### config.mk
export PLATFORM = sky130hd
export DESIGN_NAME = vmcr_regs
export DESIGN_NICKNAME = d
export VERILOG_FILES = /design/src/vmcr_pkg.sv /design/src/vmcr_regs.sv /design/src/vmcr_sync.sv
export SDC_FILE = /design/constraint.sdc
export NUM_CORES = 1
export LEC_CHECK = 0
export ABC_CLOCK_PERIOD_IN_PS = 4100
export BUFFER_PORTS_ARGS = -buffer_cell sky130_fd_sc_hd__buf_2
export CORE_UTILIZATION = 54
export CTS_CLUSTER_SIZE = 16
export DETAILED_ROUTE_END_ITERATION = 16
export GPL_TIMING_DRIVEN = 0
export PLACE_DENSITY = 0.79
export REMOVE_ABC_BUFFERS = 1
export SYNTH_ARGS = -nofsm -noshare
export SYNTH_HDL_FRONTEND = slang
export SYNTH_SLANG_ARGS = --single-unit
### constraint.sdc
create_clock -name clk -period 4.1 [get_ports clk]
set_clock_uncertainty 0.05 [all_clocks]
set_input_delay 0.41 -clock clk [delete_from_list [all_inputs] [get_ports clk]]
set_output_delay 0.41 -clock clk [all_outputs]
set_load 0.01 [all_outputs]
### src/vmcr_pkg.sv
// Shared constants and carrier types for the regulator config bank.
// Assumes one 40 MHz clock domain and an upstream PMBus framer.
package vmcr_pkg;

  // Command codes of the bank
  localparam logic [7:0] CMD_CURRENT_LIMIT = 8'hD0;
  localparam logic [7:0] CMD_AVG_TIME      = 8'hD1;
  localparam logic [7:0] CMD_VOUT_READBACK = 8'hD4;
  localparam logic [7:0] CMD_TRIM_OFFSET   = 8'hD5;
  localparam logic [7:0] CMD_ADD_FUNC      = 8'hD7;
  localparam logic [7:0] CMD_DROOP_SCALE   = 8'hD8;

  // Reset values
  localparam logic [3:0] RST_LIMIT_CODE = 4'h8;
  localparam logic [7:0] RST_AVG_TIME   = 8'h50;
  localparam logic [7:0] RST_TRIM       = 8'h00;
  localparam logic [7:0] RST_ADD_FUNC   = 8'h02;
  localparam logic [7:0] RST_DROOP      = 8'h04;

  // Writable field masks
  localparam logic [7:0] MASK_LIMIT    = 8'h0F;
  localparam logic [7:0] MASK_AVG_TIME = 8'h73;
  localparam logic [7:0] MASK_ADD_FUNC = 8'h07;

  // Field positions
  localparam int POS_PIN_AVG_LSB   = 4;
  localparam int POS_IV_AVG_LSB    = 0;
  localparam int POS_FAST_SLEW     = 2;
  localparam int POS_BODY_BRAKING  = 1;
  localparam int POS_SOFT_START    = 0;

  // Electrical scale constants
  localparam logic [6:0]  LIMIT_BASE_AMPS  = 7'h18;
  localparam logic [6:0]  LIMIT_STEP_AMPS  = 7'h03;
  localparam logic [3:0]  LIMIT_TOP_CODE   = 4'hE;
  localparam logic signed [11:0] TRIM_STEP_FIRST_MV  = 12'sh005;
  localparam logic signed [11:0] TRIM_STEP_SECOND_MV = 12'sh00A;
  localparam logic [10:0] SLEW_ADD_UV_PER_US = 11'h550;
  localparam logic [1:0]  STRAP_SETTLE_CYCLES = 2'h2;

  // Decoded configuration handed to the control loop
  typedef struct packed {
    logic [6:0]         valley_limit_amps;
    logic [8:0]         pin_avg_half_ms;
    logic [4:0]         iv_avg_tenth_ms;
    logic signed [11:0] trim_mv;
    logic [10:0]        slew_add_uv_per_us;
    logic               body_braking_select;
    logic               soft_start_slew_select;
    logic [7:0]         droop_pct;
  } vmcr_cfg_t;

  // Register access request from the framer
  typedef struct packed {
    logic        valid;
    logic        write;
    logic [7:0]  code;
    logic [15:0] wdata;
  } vmcr_req_t;

endpackage

### src/vmcr_regs.sv
// Manufacturer config and telemetry register bank of the regulator.
// Assumes a PMBus framer on clk hands over decoded command requests,
// and that telemetry mantissa comes from logic on the same clock.
// Function
// - The current limit register keeps a 4-bit code in bits 3:0, upper bits read zero, 24 A plus 3 A per step up to 66 A at code Eh.
// - Bits 6:4 of the averaging register choose the input power window from bypass up to 225 ms.
// - Bits 1:0 of the averaging register choose bypass, 0.5 ms, 1 ms or 2.5 ms for current and voltage.
// - The averaging register resets to 50h with bit 7 and bits 3:2 reading zero.
// - The readback register is read-only and returns the 16-bit mantissa of measured output voltage.
// - The trim register is a signed 8-bit offset worth 5 mV or 10 mV per step by table.
// - Trim code 7Fh means 0.635 V or 1.27 V and 7Eh means 0.630 V or 1.26 V.
// - The trim register resets to 00h meaning no offset.
// - Fast slew bit 2 adds 1.36 mV/us to the selected slew rate when set.
// - Bit 1 chooses overshoot truncation without or with body braking.
// - Bit 0 makes soft start follow the rise time or one sixteenth of the slew rate.
// - The function register resets to 02h and bits 7:3 read zero.
// - The droop register scales the load line slope in percent and resets to 04h.
// - The limit code starts from the strap pin or from 08h, and a write overrides the strap.
`timescale 1ns/1ps
module vmcr_regs
  import vmcr_pkg::*;
#(
  parameter int MANT_WIDTH = 16
) (
  // Clock and reset
  input  wire logic                  clk,
  input  wire logic                  reset_n,
  // Command port from the framer
  input  wire vmcr_req_t             req,
  output logic [15:0]                rdata_r,
  output logic                       rvalid_r,
  output logic                       cmd_error_r,
  // Strap pins and table select
  input  wire logic                  strap_present,
  input  wire logic [3:0]            current_limit_strap_pin,
  input  wire logic                  second_vid_table,
  // Telemetry input
  input  wire logic [MANT_WIDTH-1:0] vout_linear_mantissa,
  // Decoded configuration
  output vmcr_cfg_t                  cfg_r
);

  // Only a 16-bit mantissa is served; refused at elaboration
  if (MANT_WIDTH != 16) begin : g_bad_mant
    $error("vmcr_regs supports a 16-bit mantissa only");
  end

  // Valley limit in amps; top codes clamp at 66 A
  function automatic logic [6:0] limit_amps(input logic [3:0] code);
    logic [3:0] c;
    c = (code > LIMIT_TOP_CODE) ? LIMIT_TOP_CODE : code;
    return 7'(LIMIT_BASE_AMPS + 7'(c) * LIMIT_STEP_AMPS);
  endfunction

  // Input power window in half milliseconds
  function automatic logic [8:0] pin_window(input logic [2:0] sel);
    case (sel)
      3'h0:    return 9'h000;
      3'h1:    return 9'h004;
      3'h2:    return 9'h00B;
      3'h3:    return 9'h017;
      3'h4:    return 9'h026;
      3'h5:    return 9'h064;
      3'h6:    return 9'h0C8;
      default: return 9'h1C2;
    endcase
  endfunction

  // Current and voltage window in tenths of a millisecond
  function automatic logic [4:0] iv_window(input logic [1:0] sel);
    case (sel)
      2'h0:    return 5'h00;
      2'h1:    return 5'h05;
      2'h2:    return 5'h0A;
      default: return 5'h19;
    endcase
  endfunction

  // Load line scale; unlisted codes fall back to nominal
  function automatic logic [7:0] droop_pct(input logic [7:0] code);
    case (code)
      8'h00:   return 8'h00;
      8'h01:   return 8'h19;
      8'h02:   return 8'h32;
      8'h03:   return 8'h4B;
      8'h10:   return 8'h50;
      8'h20:   return 8'h55;
      8'h30:   return 8'h5A;
      8'h40:   return 8'h5F;
      8'h50:   return 8'h69;
      8'h60:   return 8'h6E;
      8'h70:   return 8'h73;
      8'h80:   return 8'h78;
      8'h90:   return 8'h7D;
      8'hA0:   return 8'h96;
      8'hB0:   return 8'hAF;
      default: return 8'h64;
    endcase
  endfunction

  logic [4:0] strap_sync;
  logic [3:0] limit_r,  limit_nxt;
  logic [7:0] avg_r,    avg_nxt;
  logic [7:0] trim_r,   trim_nxt;
  logic [7:0] func_r,   func_nxt;
  logic [7:0] droop_r,  droop_nxt;
  logic [15:0] vout_r,  vout_nxt;
  logic        limit_wr_r, limit_wr_nxt;
  logic [1:0]  settle_r, settle_nxt;
  logic        strap_done_r, strap_done_nxt;
  logic [15:0] rdata_nxt;
  logic        rvalid_nxt;
  logic        cmd_error_nxt;
  vmcr_cfg_t   cfg_nxt;
  logic        wr;
  logic        rd;

  // Strap pins are asynchronous levels
  vmcr_sync #(
    .WIDTH (5)
  ) u_strap_sync (
    .clk      (clk),
    .reset_n  (reset_n),
    .pin_in   ({strap_present, current_limit_strap_pin}),
    .sync_out (strap_sync)
  );

  assign wr = req.valid & req.write;
  assign rd = req.valid & ~req.write;

  // Register storage next values
  always_comb begin
    limit_nxt      = limit_r;
    avg_nxt        = avg_r;
    trim_nxt       = trim_r;
    func_nxt       = func_r;
    droop_nxt      = droop_r;
    limit_wr_nxt   = limit_wr_r;
    settle_nxt     = settle_r;
    strap_done_nxt = strap_done_r;
    // Telemetry sampled every cycle so reads see a fresh value
    vout_nxt       = vout_linear_mantissa;
    if (!strap_done_r) begin
      if (settle_r == STRAP_SETTLE_CYCLES) begin
        strap_done_nxt = 1'b1;
        if (strap_sync[4] && !limit_wr_r) begin
          limit_nxt = strap_sync[3:0];
        end
      end else begin
        settle_nxt = 2'(settle_r + 2'h1);
      end
    end
    if (wr) begin
      case (req.code)
        CMD_CURRENT_LIMIT: begin
          limit_nxt    = req.wdata[3:0] & MASK_LIMIT[3:0];
          limit_wr_nxt = 1'b1;
        end
        CMD_AVG_TIME:    avg_nxt   = req.wdata[7:0] & MASK_AVG_TIME;
        CMD_TRIM_OFFSET: trim_nxt  = req.wdata[7:0];
        CMD_ADD_FUNC:    func_nxt  = req.wdata[7:0] & MASK_ADD_FUNC;
        CMD_DROOP_SCALE: droop_nxt = req.wdata[7:0];
        default: begin
        end
      endcase
    end
  end

  // Register storage
  always_ff @(posedge clk or negedge reset_n) begin
    if (!reset_n) begin
      limit_r      <= RST_LIMIT_CODE;
      avg_r        <= RST_AVG_TIME;
      trim_r       <= RST_TRIM;
      func_r       <= RST_ADD_FUNC;
      droop_r      <= RST_DROOP;
      vout_r       <= 16'h0000;
      limit_wr_r   <= 1'b0;
      settle_r     <= 2'h0;
      strap_done_r <= 1'b0;
    end else begin
      limit_r      <= limit_nxt;
      avg_r        <= avg_nxt;
      trim_r       <= trim_nxt;
      func_r       <= func_nxt;
      droop_r      <= droop_nxt;
      vout_r       <= vout_nxt;
      limit_wr_r   <= limit_wr_nxt;
      settle_r     <= settle_nxt;
      strap_done_r <= strap_done_nxt;
    end
  end

  // Read answer and error flag; writes to readback count as errors
  always_comb begin
    rdata_nxt     = 16'h0000;
    rvalid_nxt    = rd;
    cmd_error_nxt = 1'b0;
    if (req.valid) begin
      case (req.code)
        CMD_CURRENT_LIMIT: rdata_nxt = {12'h000, limit_r};
        CMD_AVG_TIME:      rdata_nxt = {8'h00, avg_r};
        CMD_VOUT_READBACK: begin
          rdata_nxt     = vout_r;
          cmd_error_nxt = req.write;
        end
        CMD_TRIM_OFFSET:   rdata_nxt = {8'h00, trim_r};
        CMD_ADD_FUNC:      rdata_nxt = {8'h00, func_r};
        CMD_DROOP_SCALE:   rdata_nxt = {8'h00, droop_r};
        default:           cmd_error_nxt = 1'b1;
      endcase
    end
    if (!rd) begin
      rdata_nxt = rdata_r;
    end
  end

  always_ff @(posedge clk or negedge reset_n) begin
    if (!reset_n) begin
      rdata_r     <= 16'h0000;
      rvalid_r    <= 1'b0;
      cmd_error_r <= 1'b0;
    end else begin
      rdata_r     <= rdata_nxt;
      rvalid_r    <= rvalid_nxt;
      cmd_error_r <= cmd_error_nxt;
    end
  end

  // Decoded configuration, registered so outputs come from flops
  always_comb begin
    cfg_nxt.valley_limit_amps = limit_amps(limit_r);
    cfg_nxt.pin_avg_half_ms = pin_window(avg_r[POS_PIN_AVG_LSB +: 3]);
    cfg_nxt.iv_avg_tenth_ms = iv_window(avg_r[POS_IV_AVG_LSB +: 2]);
    cfg_nxt.trim_mv = 12'(signed'({{4{trim_r[7]}}, trim_r})
                      * (second_vid_table ? TRIM_STEP_SECOND_MV : TRIM_STEP_FIRST_MV));
    cfg_nxt.slew_add_uv_per_us = func_r[POS_FAST_SLEW] ? SLEW_ADD_UV_PER_US : 11'h000;
    cfg_nxt.body_braking_select = func_r[POS_BODY_BRAKING];
    cfg_nxt.soft_start_slew_select = func_r[POS_SOFT_START];
    cfg_nxt.droop_pct = droop_pct(droop_r);
  end

  always_ff @(posedge clk or negedge reset_n) begin
    if (!reset_n) begin
      cfg_r <= '0;
    end else begin
      cfg_r <= cfg_nxt;
    end
  end

  // Checks on the bank
  a_limit_amps: assert property (@(posedge clk) disable iff (!reset_n)
    limit_r == 4'h1 |=> cfg_r.valley_limit_amps == 7'h1B)
    else $error("limit code 1 not decoded to 27 A");
  a_limit_clamp: assert property (@(posedge clk) disable iff (!reset_n)
    limit_r == 4'hF |=> cfg_r.valley_limit_amps == 7'h42)
    else $error("limit code F not decoded to 66 A");
  a_limit_write: assert property (@(posedge clk) disable iff (!reset_n)
    wr && req.code == CMD_CURRENT_LIMIT |=> limit_r == $past(req.wdata[3:0]))
    else $error("limit write not taken");
  a_avg_reserved: assert property (@(posedge clk) disable iff (!reset_n)
    (avg_r & ~MASK_AVG_TIME) == 8'h00)
    else $error("averaging reserved bits set");
  a_pin_window: assert property (@(posedge clk) disable iff (!reset_n)
    avg_r[6:4] == 3'h7 |=> cfg_r.pin_avg_half_ms == 9'h1C2)
    else $error("input power window code 7 not 225 ms");
  a_iv_window: assert property (@(posedge clk) disable iff (!reset_n)
    avg_r[1:0] == 2'h3 |=> cfg_r.iv_avg_tenth_ms == 5'h19)
    else $error("iv window code 3 not 2.5 ms");
  a_read_vout: assert property (@(posedge clk) disable iff (!reset_n)
    rd && req.code == CMD_VOUT_READBACK |=> rvalid_r && rdata_r == $past(vout_r))
    else $error("readback did not return mantissa");
  a_trim_max: assert property (@(posedge clk) disable iff (!reset_n)
    trim_r == 8'h7F && second_vid_table |=> cfg_r.trim_mv == 12'sh4F6)
    else $error("trim max not 1.27 V");
  a_trim_first: assert property (@(posedge clk) disable iff (!reset_n)
    trim_r == 8'h7E && !second_vid_table |=> cfg_r.trim_mv == 12'sh276)
    else $error("trim step not 5 mV");
  a_fast_slew: assert property (@(posedge clk) disable iff (!reset_n)
    func_r[2] |=> cfg_r.slew_add_uv_per_us == 11'h550)
    else $error("fast slew add missing");
  a_func_reserved: assert property (@(posedge clk) disable iff (!reset_n)
    func_r[7:3] == 5'h00)
    else $error("function reserved bits set");
  a_func_bits: assert property (@(posedge clk) disable iff (!reset_n)
    1'b1 |=> cfg_r.body_braking_select == $past(func_r[1])
             && cfg_r.soft_start_slew_select == $past(func_r[0]))
    else $error("function bit decode wrong");
  a_droop_half: assert property (@(posedge clk) disable iff (!reset_n)
    droop_r == 8'h02 |=> cfg_r.droop_pct == 8'h32)
    else $error("droop 50 percent wrong");

endmodule

### src/vmcr_sync.sv
// Two-flop synchroniser for the strap pin inputs.
// Assumes inputs are quasi-static pin levels, no bus coherence needed.
`timescale 1ns/1ps
module vmcr_sync #(
  parameter int WIDTH = 5
) (
  // Clock and reset
  input  wire logic             clk,
  input  wire logic             reset_n,
  // Pin side
  input  wire logic [WIDTH-1:0] pin_in,
  // Synchronised side
  output logic      [WIDTH-1:0] sync_out
);

  logic [WIDTH-1:0] stage1_r;
  logic [WIDTH-1:0] stage2_r;

  // Refused at elaboration, not at run time
  if (WIDTH < 1) begin : g_bad_width
    $error("vmcr_sync needs WIDTH of at least 1");
  end

  // First stage feeds only the second stage
  always_ff @(posedge clk or negedge reset_n) begin
    if (!reset_n) begin
      stage1_r <= '0;
      stage2_r <= '0;
    end else begin
      stage1_r <= pin_in;
      stage2_r <= stage1_r;
    end
  end

  assign sync_out = stage2_r;

endmodule
---- Word-level counts from Yosys, hierarchy flattened ----
Cells that the tools add are included.
storage, ports and cells
  flip-flop bits (word level) ............. 130
cells by class
  bitwise gates (word level) .............. 5
  add/sub/neg operators ................... 2
  muxes and demuxes ....................... 17
  magnitude comparators ................... 1
  multiply operators ...................... 2
  equal/unequal tests ..................... 29
  reductions and logical operators ........ 12
operator list
  kind                   count
  $pmux W8 S15           1
  $pmux W16 S6           1
  $eq A8 B8 Y1 const B   10
  $pmux W9 S7            1
  $eq A8 B7 Y1 const B   4
  $mux W4                7
  $eq A8 B2 Y1 const B   2
  $eq A8 B6 Y1 const B   2
  $mux W16               1
  $pmux W5 S3            1
  $mul A8 B5 Y12         1
  $reduce_and A2 Y1      6
  $mux W11               1
  $eq A3 B3 Y1 const B   3
  $eq A8 B1 Y1 const B   1
  $eq A8 B5 Y1 const B   1
  $logic_not A8 Y1       1
  $add A5 B6 Y7 const A  1
  $eq A3 B2 Y1 const B   2
  $mul A4 B2 Y6 const B  1
  $reduce_or A5 Y1       1
  $eq A2 B2 Y1 const B   2
  $gt A4 B4 Y1 const B   1
  $eq A3 B1 Y1 const B   1
  10 further kinds       15

---- Depth between registers and ports, before layout ----
Gate-level depths: netlist of the first run.
  depth in word-level cells ............... 7
  mapped depth ............................ 12
  depth with buffers taken out ............ 12

---- By module ----
From an unflattened synthesis of the first run, not the netlist that was laid out.
second synthesis, totals
  cell total of the unflattened synthesis .. 476
  area total of the unflattened synthesis .. 5570.3 sq um
by module, submodules not included
  module     times used  cells each  area each (sq um)  seq. area each (sq um)
  vmcr_regs  1           466         5320.1             2758.9
  vmcr_sync  1           10          250.2              250.2

---- Worst setup path before layout of the first run ----
OpenSTA, ideal clock, no wires.
  kind .................................... input to register
  from .................................... input port second_vid_table
  to ...................................... register cfg_r[32] in the netlist's numbering
  arrival time ............................ 2953 ps
  buffers on the path ..................... 1
  slack ................................... 1010 ps
  required time ........................... 3963 ps
  setup time .............................. 87 ps
  stages on the path ...................... 12
  path through ............................ clkbuf_1 -> nand2_1 -> nand2_1 -> fa_1 -> inv_1 -> fa_1 -> inv_1 -> ha_1 -> a21oi_1 -> o211ai_1 -> a2111o_1 -> o211ai_1
RTL lines
  what                  RTL line          text
  from (decl)           vmcr_regs.sv:36   input wire logic second_vid_table,
  to (signal assigned)  vmcr_regs.sv:247  cfg_r <= cfg_nxt;
  to (decl)             vmcr_regs.sv:40   output vmcr_cfg_t cfg_r

==> results of run 1 <==
==> worst max-delay path, cell delays in order (launching register included) <==
cell,delay (ns)
dfrtp_1,0.42
nand2b_1,0.13
nand2_1,0.09
fa_1,0.54
inv_1,0.06
fa_1,0.50
inv_1,0.04
ha_1,0.34
a21oi_1,0.20
o211ai_1,0.14
a2111o_1,0.43
o211ai_1,0.10
==> what timing repair did <==
action | in CTS | in global routing
hold buffers | 22 | 0
setup endpoints to repair | 0 | 0
endpoints found under the hold margin | 75 | 0
==> worst min path at each step <==
| stage | to | slack [ns] | cells past startpoint |
|---|---|---|---|
| 2_1_floorplan | avg_r[0]$_DFFE_PN0P_ | 0.06 | 0 |
| 3_3_place_gp | u_strap_sync.sync_out[2]$_DFF_PN0_ | 0.29 | 0 |
| 3_5_place_dp | u_strap_sync.sync_out[3]$_DFF_PN0_ | 0.29 | 0 |
| 4_1_cts | trim_r[7]$_DFFE_PN0P_ | 0.08 | 2 |
| 5_1_grt | droop_r[7]$_DFFE_PN0P_ | 0.09 | 2 |
| 6_report | trim_r[7]$_DFFE_PN0P_ | 0.09 | 2 |
==> cell type report <==
type,count,share of cell area [%]
Sequential cell,120,43.2
Multi-Input combinational cell,283,32.1
Timing Repair Buffer,129,11.2
Clock buffer,24,6.62
Tap cell,133,2.39
Inverter,44,2.37
Clock inverter,8,2.10
==> cell families (layout without fill, tap and decap cells) <==
group / Yosys count / after routing / synth area share [%]
fa+ha+maj: 32 / 32 / 8.54
other cells: 2 / 10 / 0.135
simple gates: 111 / 111 / 11.3
mux: 41 / 41 / 8.06
buf+inv: 81 / 205 / 6.47
flops: 120 / 120 / 54.0
compound gates: 76 / 76 / 9.46
xor+xnor: 13 / 13 / 2.04
==> per-layer routing <==
layer	wire, µm	vias up	track usage, %
met5	0	-	0
met4	220	0	10.2
met3	632	19	6.86
met2	5680	120	38.5
met1	4790	1869	27.5
li1	-	1817	-
==> placed cells by master (no fill, tap or decap), types with 6 or more instances in the layout <==
master / count
fa_1: 10
ha_1: 22
conb_1: 10
dfrtp_1: 115
nand2_1: 36
nor2_1: 11
xnor2_1: 11
mux2_2: 31
clkbuf_16: 16
a22o_1: 8
a22oi_1: 7
mux2i_1: 10
o21ai_0: 18
buf_2: 105
dlygate4sd3_1: 22
a21oi_1: 11
inv_1: 44
nor3_1: 10
nand3_1: 6
nor2b_1: 10
nand2b_1: 12
==> registers in the layout (all words and copies together), names as in the netlist <==
signal,flops
avg_r,5
cfg_r,44
cmd_error_r,1
droop_r,8
func_r,3
limit_r,4
limit_wr_r,1
rdata_r,16
rvalid_r,1
settle_r,2
strap_done_r,1
trim_r,8
u_strap_sync.stage1_r,5
u_strap_sync.sync_out,5
vout_r,16
==> power by group through the flow <==
stage               logic [W]  clock network [W]  registers [W]
floorplan           0.0000942                  0        0.00129
global placement     0.000207                  0        0.00128
detailed placement   0.000217                  0        0.00128
CTS                  0.000235            0.00153        0.00126
global route         0.000260            0.00159        0.00127
finish               0.000233            0.00152        0.00126
==> through the flow <==
| step | hold slack, ns | worst slack [ns] | util, % | total power (W) | instance area, µm² |
|---|---|---|---|---|---|
| 3_3_place_gp | 0.285 | 0.751 | 61.9 | 0.00149 | 6100 |
| 2_1_floorplan | 0.0644 | 1.15 | - | 0.00139 | 5410 |
| 5_1_grt | 0.0915 | 0.712 | 70.5 | 0.00312 | 6960 |
| 3_5_place_dp | 0.291 | 0.707 | 62.2 | 0.00150 | 6130 |
| 6_report | 0.0916 | 0.973 | 70.5 | 0.00301 | 6960 |
| 4_1_cts | 0.0771 | 0.981 | 70.5 | 0.00303 | 6960 |
==> impl_metrics.py, run 1 <==
metrics = {
    "place": {
        "gp_congestion": 0.807,
        "place_inst": 687,
        "dp_hpwl_mm": 7.85,
        "io_buffers": 106,
    },
    "global_routing": {
        "antenna_found_initial": 0,
        "grt.total_usage_pct": 23.0,
        "first_global_vias": 4084,
        "grt_max_degree": 64,
        "grt_pass1_wl_mm": 19.2,
        "grt_overflow_total": 0,
    },
    "final_layout": {
        "seq_area_mm2": 0.00301,
        "multi_input_area_mm2": 0.00223,
        "area_delta_synth_final_pct": 24.9,
        "fin_cells": 741,
        "antenna_cells": 0,
        "drive_above_1_share_pct": 30.1,
        "nets": 677,
        "nFillCells": 704,
    },
    "synthesis": {
        "synth_edf_count": 0,
        "synthArstFlopShare_pct": 100,
        "ys_top_cells_by_area": "dfrtp_1, mux2_2, ha_1",
        "synth_largest_area_cell": "dfrtp_1",
        "ys_seq_area_share_pct": 54.0,
        "synth_cells": 476,
        "ys.flop_type": "dfrtp_1",
        "ys_types": 58,
        "synth.ff_latch_count": 120,
        "synth_top_area_share_pct": 51.7,
        "yosysMostFrequentCell": "dfrtp_1",
        "synth_commonest_cells": "dfrtp_1, inv_1, nand2_1",
        "yosysWarnings": 0,
        "synth_area_per_cell_um2": 11.7,
        "synthesis.area_mm2": 0.00557,
    },
    "sta": {
        "period_share_pct": 76.3,
        "drv_slew": 0,
        "max_freq_mhz": 320,
        "fin_tns_setup_ns": 0,
        "hold_viol_final": 0,
        "rsz0062_at_grt": "false",
        "finalSetupViolCount": 0,
        "fin_crit_ns": 3.13,
        "worstMarginPinSlew_ns": 0.751,
        "relSlewSlack_pct": 50.0,
    },
    "clock_network": {
        "cts_root_buffer": "clkbuf_8",
        "cts_setup_buffers": 0,
        "clockBufferDepth": 2,
        "cts_resized": 0,
        "cts_buffers": 17,
        "cts.htree.levels": 4,
        "clock_latency_ns": 0.52,
        "path_clk_slew_ns": 0.06,
        "cts_tree": "done",
        "cts_sinks": 120,
    },
    "detailed_routing": {
        "finalWirelength_mm": 11.3,
        "via_per_inst": 5.16,
        "post_drt_wl_per_cell_um": 15.3,
        "dr_total_vias": 3825,
        "final_antenna_net_count": 0,
        "drt_iter0_markers": 208,
        "drt_first_pass_iters": 5,
        "drcViolationCount": 0,
    },
    "power": {
        "peakVddDrop_uv": 422,
        "pwr-share-seq_pct": 41.9,
        "power_frac_clock_pct": 50.3,
        "power.switching_w": 0.000655,
        "internal_power_w": 0.00236,
        "power_leakage_nw": 3.67,
        "power_frac_comb_pct": 7.7,
        "power_density_mw_per_mm2": 433,
        "sw_frac_of_total_pct": 21.7,
    },
    "setup_path": {
        "criticalPathCategory": "register to register",
        "cp.required_ns": 4.48,
        "start_kind": "register",
        "r2r-end": "cfg_r[32]$_DFF_PN0_",
        "reg2regPathDepth": 11,
        "r2r_slack_ns": 0.97,
        "setup.worst_path.end_class": "register",
        "arrival_ns": 3.51,
        "crit_end": "cfg_r[32]$_DFF_PN0_",
        "cp-startpoint": "trim_r[5]$_DFFE_PN0P_",
        "worstPathMaxFanout": 4,
        "reg2reg_from": "trim_r[5]$_DFFE_PN0P_",
    },
    "hold_path": {
        "min-delay-start": "req[7]",
        "hp-class": "input pin to register",
    },
    "floorplan": {
        "coreArea_mm2": 0.00986,
        "start_util_pct": 56.5,
        "die_w_um": 104,
        "die_area_mm2": 0.0107,
        "die_h_um": 104,
        "rows": 36,
        "ios": 122,
    },
    "run_status": {
        "status": "finished, final reports clean",
    },
    "job": {
        "drv_cap": 0,
    },
}
No activity file was read; power rests on OpenSTA's default activity.
==> inputs of run 2 (changes only) <==
--- a/config.mk
+++ b/config.mk
@@ -5,7 +5,7 @@
 export SDC_FILE = /design/constraint.sdc
 export NUM_CORES = 1
 export LEC_CHECK = 0
-export ABC_CLOCK_PERIOD_IN_PS = 4100
+export ABC_CLOCK_PERIOD_IN_PS = 3100
 export BUFFER_PORTS_ARGS = -buffer_cell sky130_fd_sc_hd__buf_2
 export CORE_UTILIZATION = 54
 export CTS_CLUSTER_SIZE = 16
==> constraint.sdc (replaced) <==
create_clock -name clk -period 3.1 [get_ports clk]
set_clock_uncertainty 0.05 [all_clocks]
set_input_delay 0.31 -clock clk [delete_from_list [all_inputs] [get_ports clk]]
set_output_delay 0.31 -clock clk [all_outputs]
set_load 0.01 [all_outputs]
==> impl_metrics.py, run 2 (synthesis gave the netlist of run 1 again) <==
metrics = {
    "place": {
        "dp_hpwl_mm": 7.85,
        "dpl_cell_area_mm2": 0.00613,
        "io_buffers": 106,
        "gp_congestion": 0.807,
        "place_inst": 687,
    },
    "floorplan": {
        "ios": 122,
        "die_area_mm2": 0.0107,
        "start_util_pct": 56.5,
        "coreArea_mm2": 0.00986,
        "die_h_um": 104,
        "rows": 36,
        "die_w_um": 104,
    },
    "final_layout": {
        "area_delta_synth_final_pct": 25.9,
        "largest_reg_flops": 44,
        "regMostFlops": "cfg_r",
        "nets": 680,
        "nFillCells": 699,
        "antenna_cells": 0,
        "fin_cells": 744,
        "final_common_cell": "dfrtp_1",
        "mostFrequentLayoutCells": "dfrtp_1, buf_2, inv_1",
        "final_area_mm2": 0.00701,
        "biggestRegsByFlops": "cfg_r (44), rdata_r (16), vout_r (16)",
        "drive_above_1_share_pct": 30.8,
    },
    "clock_network": {
        "path_clk_slew_ns": 0.06,
        "cts_sinks": 120,
        "cts.htree.levels": 4,
        "cts_root_buffer": "clkbuf_8",
        "cts_tree": "done",
        "clockBufferDepth": 2,
        "cts_buffers": 17,
        "clock_latency_ns": 0.52,
    },
    "sta": {
        "worstMarginPinSlew_ns": 0.748,
        "hold_viol_final": 0,
        "max_freq_mhz": 340,
        "relSlewSlack_pct": 50.1,
        "finalSetupViolCount": 0,
        "period_share_pct": 95.0,
        "fin_crit_ns": 2.95,
        "drv_slew": 0,
    },
    "setup_path": {
        "cp-startpoint": "trim_r[5]$_DFFE_PN0P_",
        "cp_slowest_cell": "fa_1",
        "cp.required_ns": 3.48,
        "critPathMaxStageDelay_ns": 0.54,
        "arrival_ns": 3.32,
        "r2r_slack_ns": 0.15,
        "reg2reg_from": "trim_r[5]$_DFFE_PN0P_",
        "critPathTopFamily": "adder cells",
        "worstPathMaxFanout": 4,
        "start_kind": "register",
        "criticalPathCategory": "register to register",
        "setup.worst_path.end_class": "register",
        "crit_chain": "nand2b_1, nand2_1, fa_1, inv_1, fa_1, inv_1, ha_4, a21oi_2, o211ai_1, a2111o_1, o211ai_1",
        "worst-path-buf-inv": 2,
    },
    "detailed_routing": {
        "dr_total_vias": 3826,
        "final_antenna_net_count": 0,
        "drt_iter0_markers": 181,
        "drt_first_pass_iters": 4,
        "via_per_inst": 5.14,
        "post_drt_wl_per_cell_um": 15.3,
        "finalWirelength_mm": 11.4,
        "drcViolationCount": 0,
    },
    "power": {
        "power_density_mw_per_mm2": 569,
        "power_leakage_nw": 3.68,
        "p_total_w": 0.00399,
        "peakVddDrop_uv": 558,
    },
    "hold_path": {
        "hp-class": "input pin to register",
        "min-delay-start": "req[25]",
    },
    "global_routing": {
        "grt_overflow_total": 0,
        "first_global_vias": 4099,
        "grt.total_usage_pct": 23.0,
        "grt_max_degree": 64,
        "antenna_found_initial": 0,
        "grt_pass1_wl_mm": 19.1,
    },
    "run_status": {
        "status": "finished, final reports clean",
    },
    "job": {
        "drv_cap": 0,
    },
}
run 2: changes by cell type in the layout (fill, tap and decap cells not counted), sizes merged:
cell | previous run | this run
dlygate4sd3 | 22 | 24
buf | 107 | 108
run 2: final timing paths:
check | endpoint | cells after the start
setup / recovery | cfg_r[32]$_DFF_PN0_ | 11
hold / removal | cmd_error_r$_DFF_PN0_ | 2
setup reg to reg | cfg_r[32]$_DFF_PN0_ | 11
hold reg to reg | u_strap_sync.sync_out[3]$_DFF_PN0_ | 0
max in group asynchronous | limit_r[3]$_DFF_PN1_ | 3
min in group asynchronous | cfg_r[32]$_DFF_PN0_ | 2
run 2: cell type report:
class | count | area [µm²] | share of cell area [%]
Tap cell | 133 | 166 | 2.37
Inverter | 44 | 165 | 2.36
Timing Repair Buffer | 132 | 808 | 11.5
Multi-Input combinational cell | 283 | 2250 | 32.2
Clock buffer | 24 | 460 | 6.57
Sequential cell | 120 | 3010 | 42.9
Clock inverter | 8 | 146 | 2.09
run 2: through the flow:
step / TNS (ns) / utilization [%] / hold WS (ns) / setup slack [ns]
2_1_floorplan: 0 / - / -0.0356 / 0.196
3_3_place_gp: -0.284 / 61.9 / 0.285 / -0.149
3_5_place_dp: -0.423 / 62.2 / 0.291 / -0.193
4_1_cts: 0 / 70.8 / 0.00641 / 0.0163
5_1_grt: -0.00904 / 71.1 / 0.0106 / -0.00575
6_report: 0 / 71.1 / 0.0187 / 0.155
run 2: what timing repair did:
item                                   in CTS  in global routing
hold buffers                               24                  0
endpoints found under the hold margin      80                  0
pin swaps                                   0                  2
buffers inserted                            0                  1
setup endpoints to repair                   2                  3
gates resized for setup                     1                  4
run 2: routing by layer:
metal  wire, µm  GRT usage [%]  vias up
li1           -              -     1826
met1       4770           27.4     1868
met2       5730           38.8      117
met3        662           6.86       15
met4        206           10.2        0
met5          0              0        -
run 2: power by group:
group	internal, W	total, W	switching [W]
Sequential	0.00163	0.00167	0.0000354
Combinational	0.000139	0.000313	0.000174
Clock	0.00135	0.00200	0.000658
Total	0.00312	0.00399	0.000868
==> inputs of run 3 (changes only) <==
--- a/config.mk
+++ b/config.mk
@@ -5,13 +5,12 @@
 export SDC_FILE = /design/constraint.sdc
 export NUM_CORES = 1
 export LEC_CHECK = 0
-export ABC_CLOCK_PERIOD_IN_PS = 3100
 export BUFFER_PORTS_ARGS = -buffer_cell sky130_fd_sc_hd__buf_2
 export CORE_UTILIZATION = 54
 export CTS_CLUSTER_SIZE = 16
 export DETAILED_ROUTE_END_ITERATION = 16
 export GPL_TIMING_DRIVEN = 0
-export PLACE_DENSITY = 0.79
+export PLACE_DENSITY = 0.75
 export REMOVE_ABC_BUFFERS = 1
 export SYNTH_ARGS = -nofsm -noshare
 export SYNTH_HDL_FRONTEND = slang
==> impl_metrics.py, run 3 (synthesis gave the netlist of run 1 again) <==
metrics = {
    "sta": {
        "hold_viol_final": 0,
        "relSlewSlack_pct": 52.1,
        "drv_slew": 0,
        "setup_slack_ns": 0.0839,
        "period_share_pct": 97.3,
        "max_freq_mhz": 332,
        "rsz0062_at_grt": "true",
        "worstMarginPinSlew_ns": 0.718,
        "finalSetupViolCount": 0,
        "fin_crit_ns": 3.02,
    },
    "final_layout": {
        "drive_above_1_share_pct": 31.6,
        "area_delta_synth_final_pct": 26.3,
        "final_common_cell": "dfrtp_1",
        "antenna_cells": 0,
        "largest_reg_flops": 44,
        "biggestRegsByFlops": "cfg_r (44), rdata_r (16), vout_r (16)",
        "fin_cells": 743,
        "nets": 679,
        "mostFrequentLayoutCells": "dfrtp_1, buf_2, inv_1",
        "regMostFlops": "cfg_r",
    },
    "clock_network": {
        "clock_latency_ns": 0.52,
        "cts_root_buffer": "clkbuf_8",
        "cts_buffers": 17,
        "cts.htree.levels": 4,
        "clockBufferDepth": 2,
        "cts_tree": "done",
        "cts_setup_buffers": 0,
        "path_clk_slew_ns": 0.06,
        "cts_sinks": 120,
    },
    "setup_path": {
        "arrival_ns": 3.40,
        "crit_chain": "nand2b_1, nand2_1, fa_1, inv_1, fa_1, inv_1, ha_4, a21oi_2, o211ai_1, a2111o_1, o211ai_1",
        "criticalPathCategory": "register to register",
        "cp.required_ns": 3.48,
        "critPathMaxStageDelay_ns": 0.53,
        "start_kind": "register",
        "cp_slowest_cell": "fa_1",
        "worstPathMaxFanout": 4,
        "setup.worst_path.end_class": "register",
    },
    "run_status": {
        "status": "finished, final reports clean",
    },
    "power": {
        "power.switching_w": 0.000936,
        "power_density_mw_per_mm2": 578,
        "power_frac_comb_pct": 7.7,
        "power_frac_clock_pct": 51.3,
        "pwr-share-seq_pct": 41.0,
        "internal_power_w": 0.00313,
        "sw_frac_of_total_pct": 23.0,
        "power_leakage_nw": 3.70,
        "peakVddDrop_uv": 434,
    },
    "global_routing": {
        "first_global_vias": 3974,
        "grt_max_degree": 78,
        "grt.total_usage_pct": 22.8,
        "grt_pass1_wl_mm": 19.0,
        "antenna_found_initial": 0,
        "grt_overflow_total": 0,
    },
    "floorplan": {
        "die_area_mm2": 0.0107,
        "die_h_um": 104,
        "ios": 122,
        "coreArea_mm2": 0.00986,
        "die_w_um": 104,
        "rows": 36,
        "start_util_pct": 56.5,
    },
    "detailed_routing": {
        "finalWirelength_mm": 11.3,
        "dr_total_vias": 3825,
        "drcViolationCount": 0,
        "drt_first_pass_iters": 4,
        "post_drt_wl_per_cell_um": 15.2,
        "drt_iter0_markers": 155,
        "final_antenna_net_count": 0,
        "via_per_inst": 5.15,
    },
    "place": {
        "place_inst": 687,
        "dp_hpwl_mm": 7.58,
        "gp_congestion": 0.780,
        "dp_slack_ns": -0.233,
        "io_buffers": 106,
    },
    "job": {
        "drv_cap": 0,
    },
    "hold_path": {
        "hp-class": "input pin to register",
    },
}
==> run 3: cell type report <==
type / count / area (µm²)
multi-input cells: 283 / 2260
clock inverters: 13 / 191
well taps: 133 / 166
repair buffers: 131 / 801
flip-flops and latches: 120 / 3010
fillers: 679 / 2830
clock buffers: 19 / 442
inverters: 44 / 165
==> run 3: stage by stage <==
stage                     total power, W  util [%]  hold WS, ns  setup TNS [ns]  instance area, µm²
final                            0.00407      71.3       0.0222               0                7040
after global routing             0.00420      71.3       0.0120         -0.0163                7040
after CTS                        0.00409      71.2      0.00787               0                7020
after detailed placement         0.00198      62.2        0.284          -0.558                6130
after global placement           0.00197      61.9        0.283          -0.303                6100
after floorplan                  0.00183         -      -0.0356               0                5410
==> run 3: power by group through the flow <==
stage	Combinational, W	Clock (W)	Sequential, W
final	0.000312	0.00209	0.00167
after CTS	0.000314	0.00211	0.00167
after detailed placement	0.000286	0	0.00169
after global placement	0.000274	0	0.00169
after floorplan	0.000125	0	0.00171
after global routing	0.000348	0.00218	0.00167
==> run 3: timing repair <==
| item | 4_1_cts | 5_1_grt |
|---|---|---|
| hold buffers | 24 | 0 |
| endpoints found under the hold margin | 66 | 0 |
| gates resized for setup | 3 | 3 |
| endpoints found under the setup margin | 2 | 3 |
==> run 3: worst paths after layout <==
path | startpoint | to | slack (ns) | cells past startpoint
min in group asynchronous | reset_n | cfg_r[32]$_DFF_PN0_ | 0.27 | 2
max in group asynchronous | reset_n | func_r[1]$_DFFE_PN1P_ | 1.96 | 3
max | trim_r[5]$_DFFE_PN0P_ | cfg_r[32]$_DFF_PN0_ | 0.08 | 11
max reg2reg | trim_r[5]$_DFFE_PN0P_ | cfg_r[32]$_DFF_PN0_ | 0.08 | 11
min reg2reg | u_strap_sync.stage1_r[1]$_DFF_PN0_ | u_strap_sync.sync_out[1]$_DFF_PN0_ | 0.30 | 0
min | req[6] | trim_r[6]$_DFFE_PN0P_ | 0.02 | 2
==> run 3: layer usage <==
metal,vias to the layer above,part of all wire (%),GRT usage (%)
met2,115,50,37.9
met4,0,1.2,7.25
met3,16,6.0,7.36
met5,-,0,0
li1,1829,-,-
met1,1865,43,28.2
==> run 3: worst max-delay path, delay by kind of cell (launching register included) <==
family,cells,cell delay (ns)
fa+ha+maj,3,1.28
compound gates,4,0.83
flops,1,0.42
simple gates,2,0.23
buf+inv,2,0.11
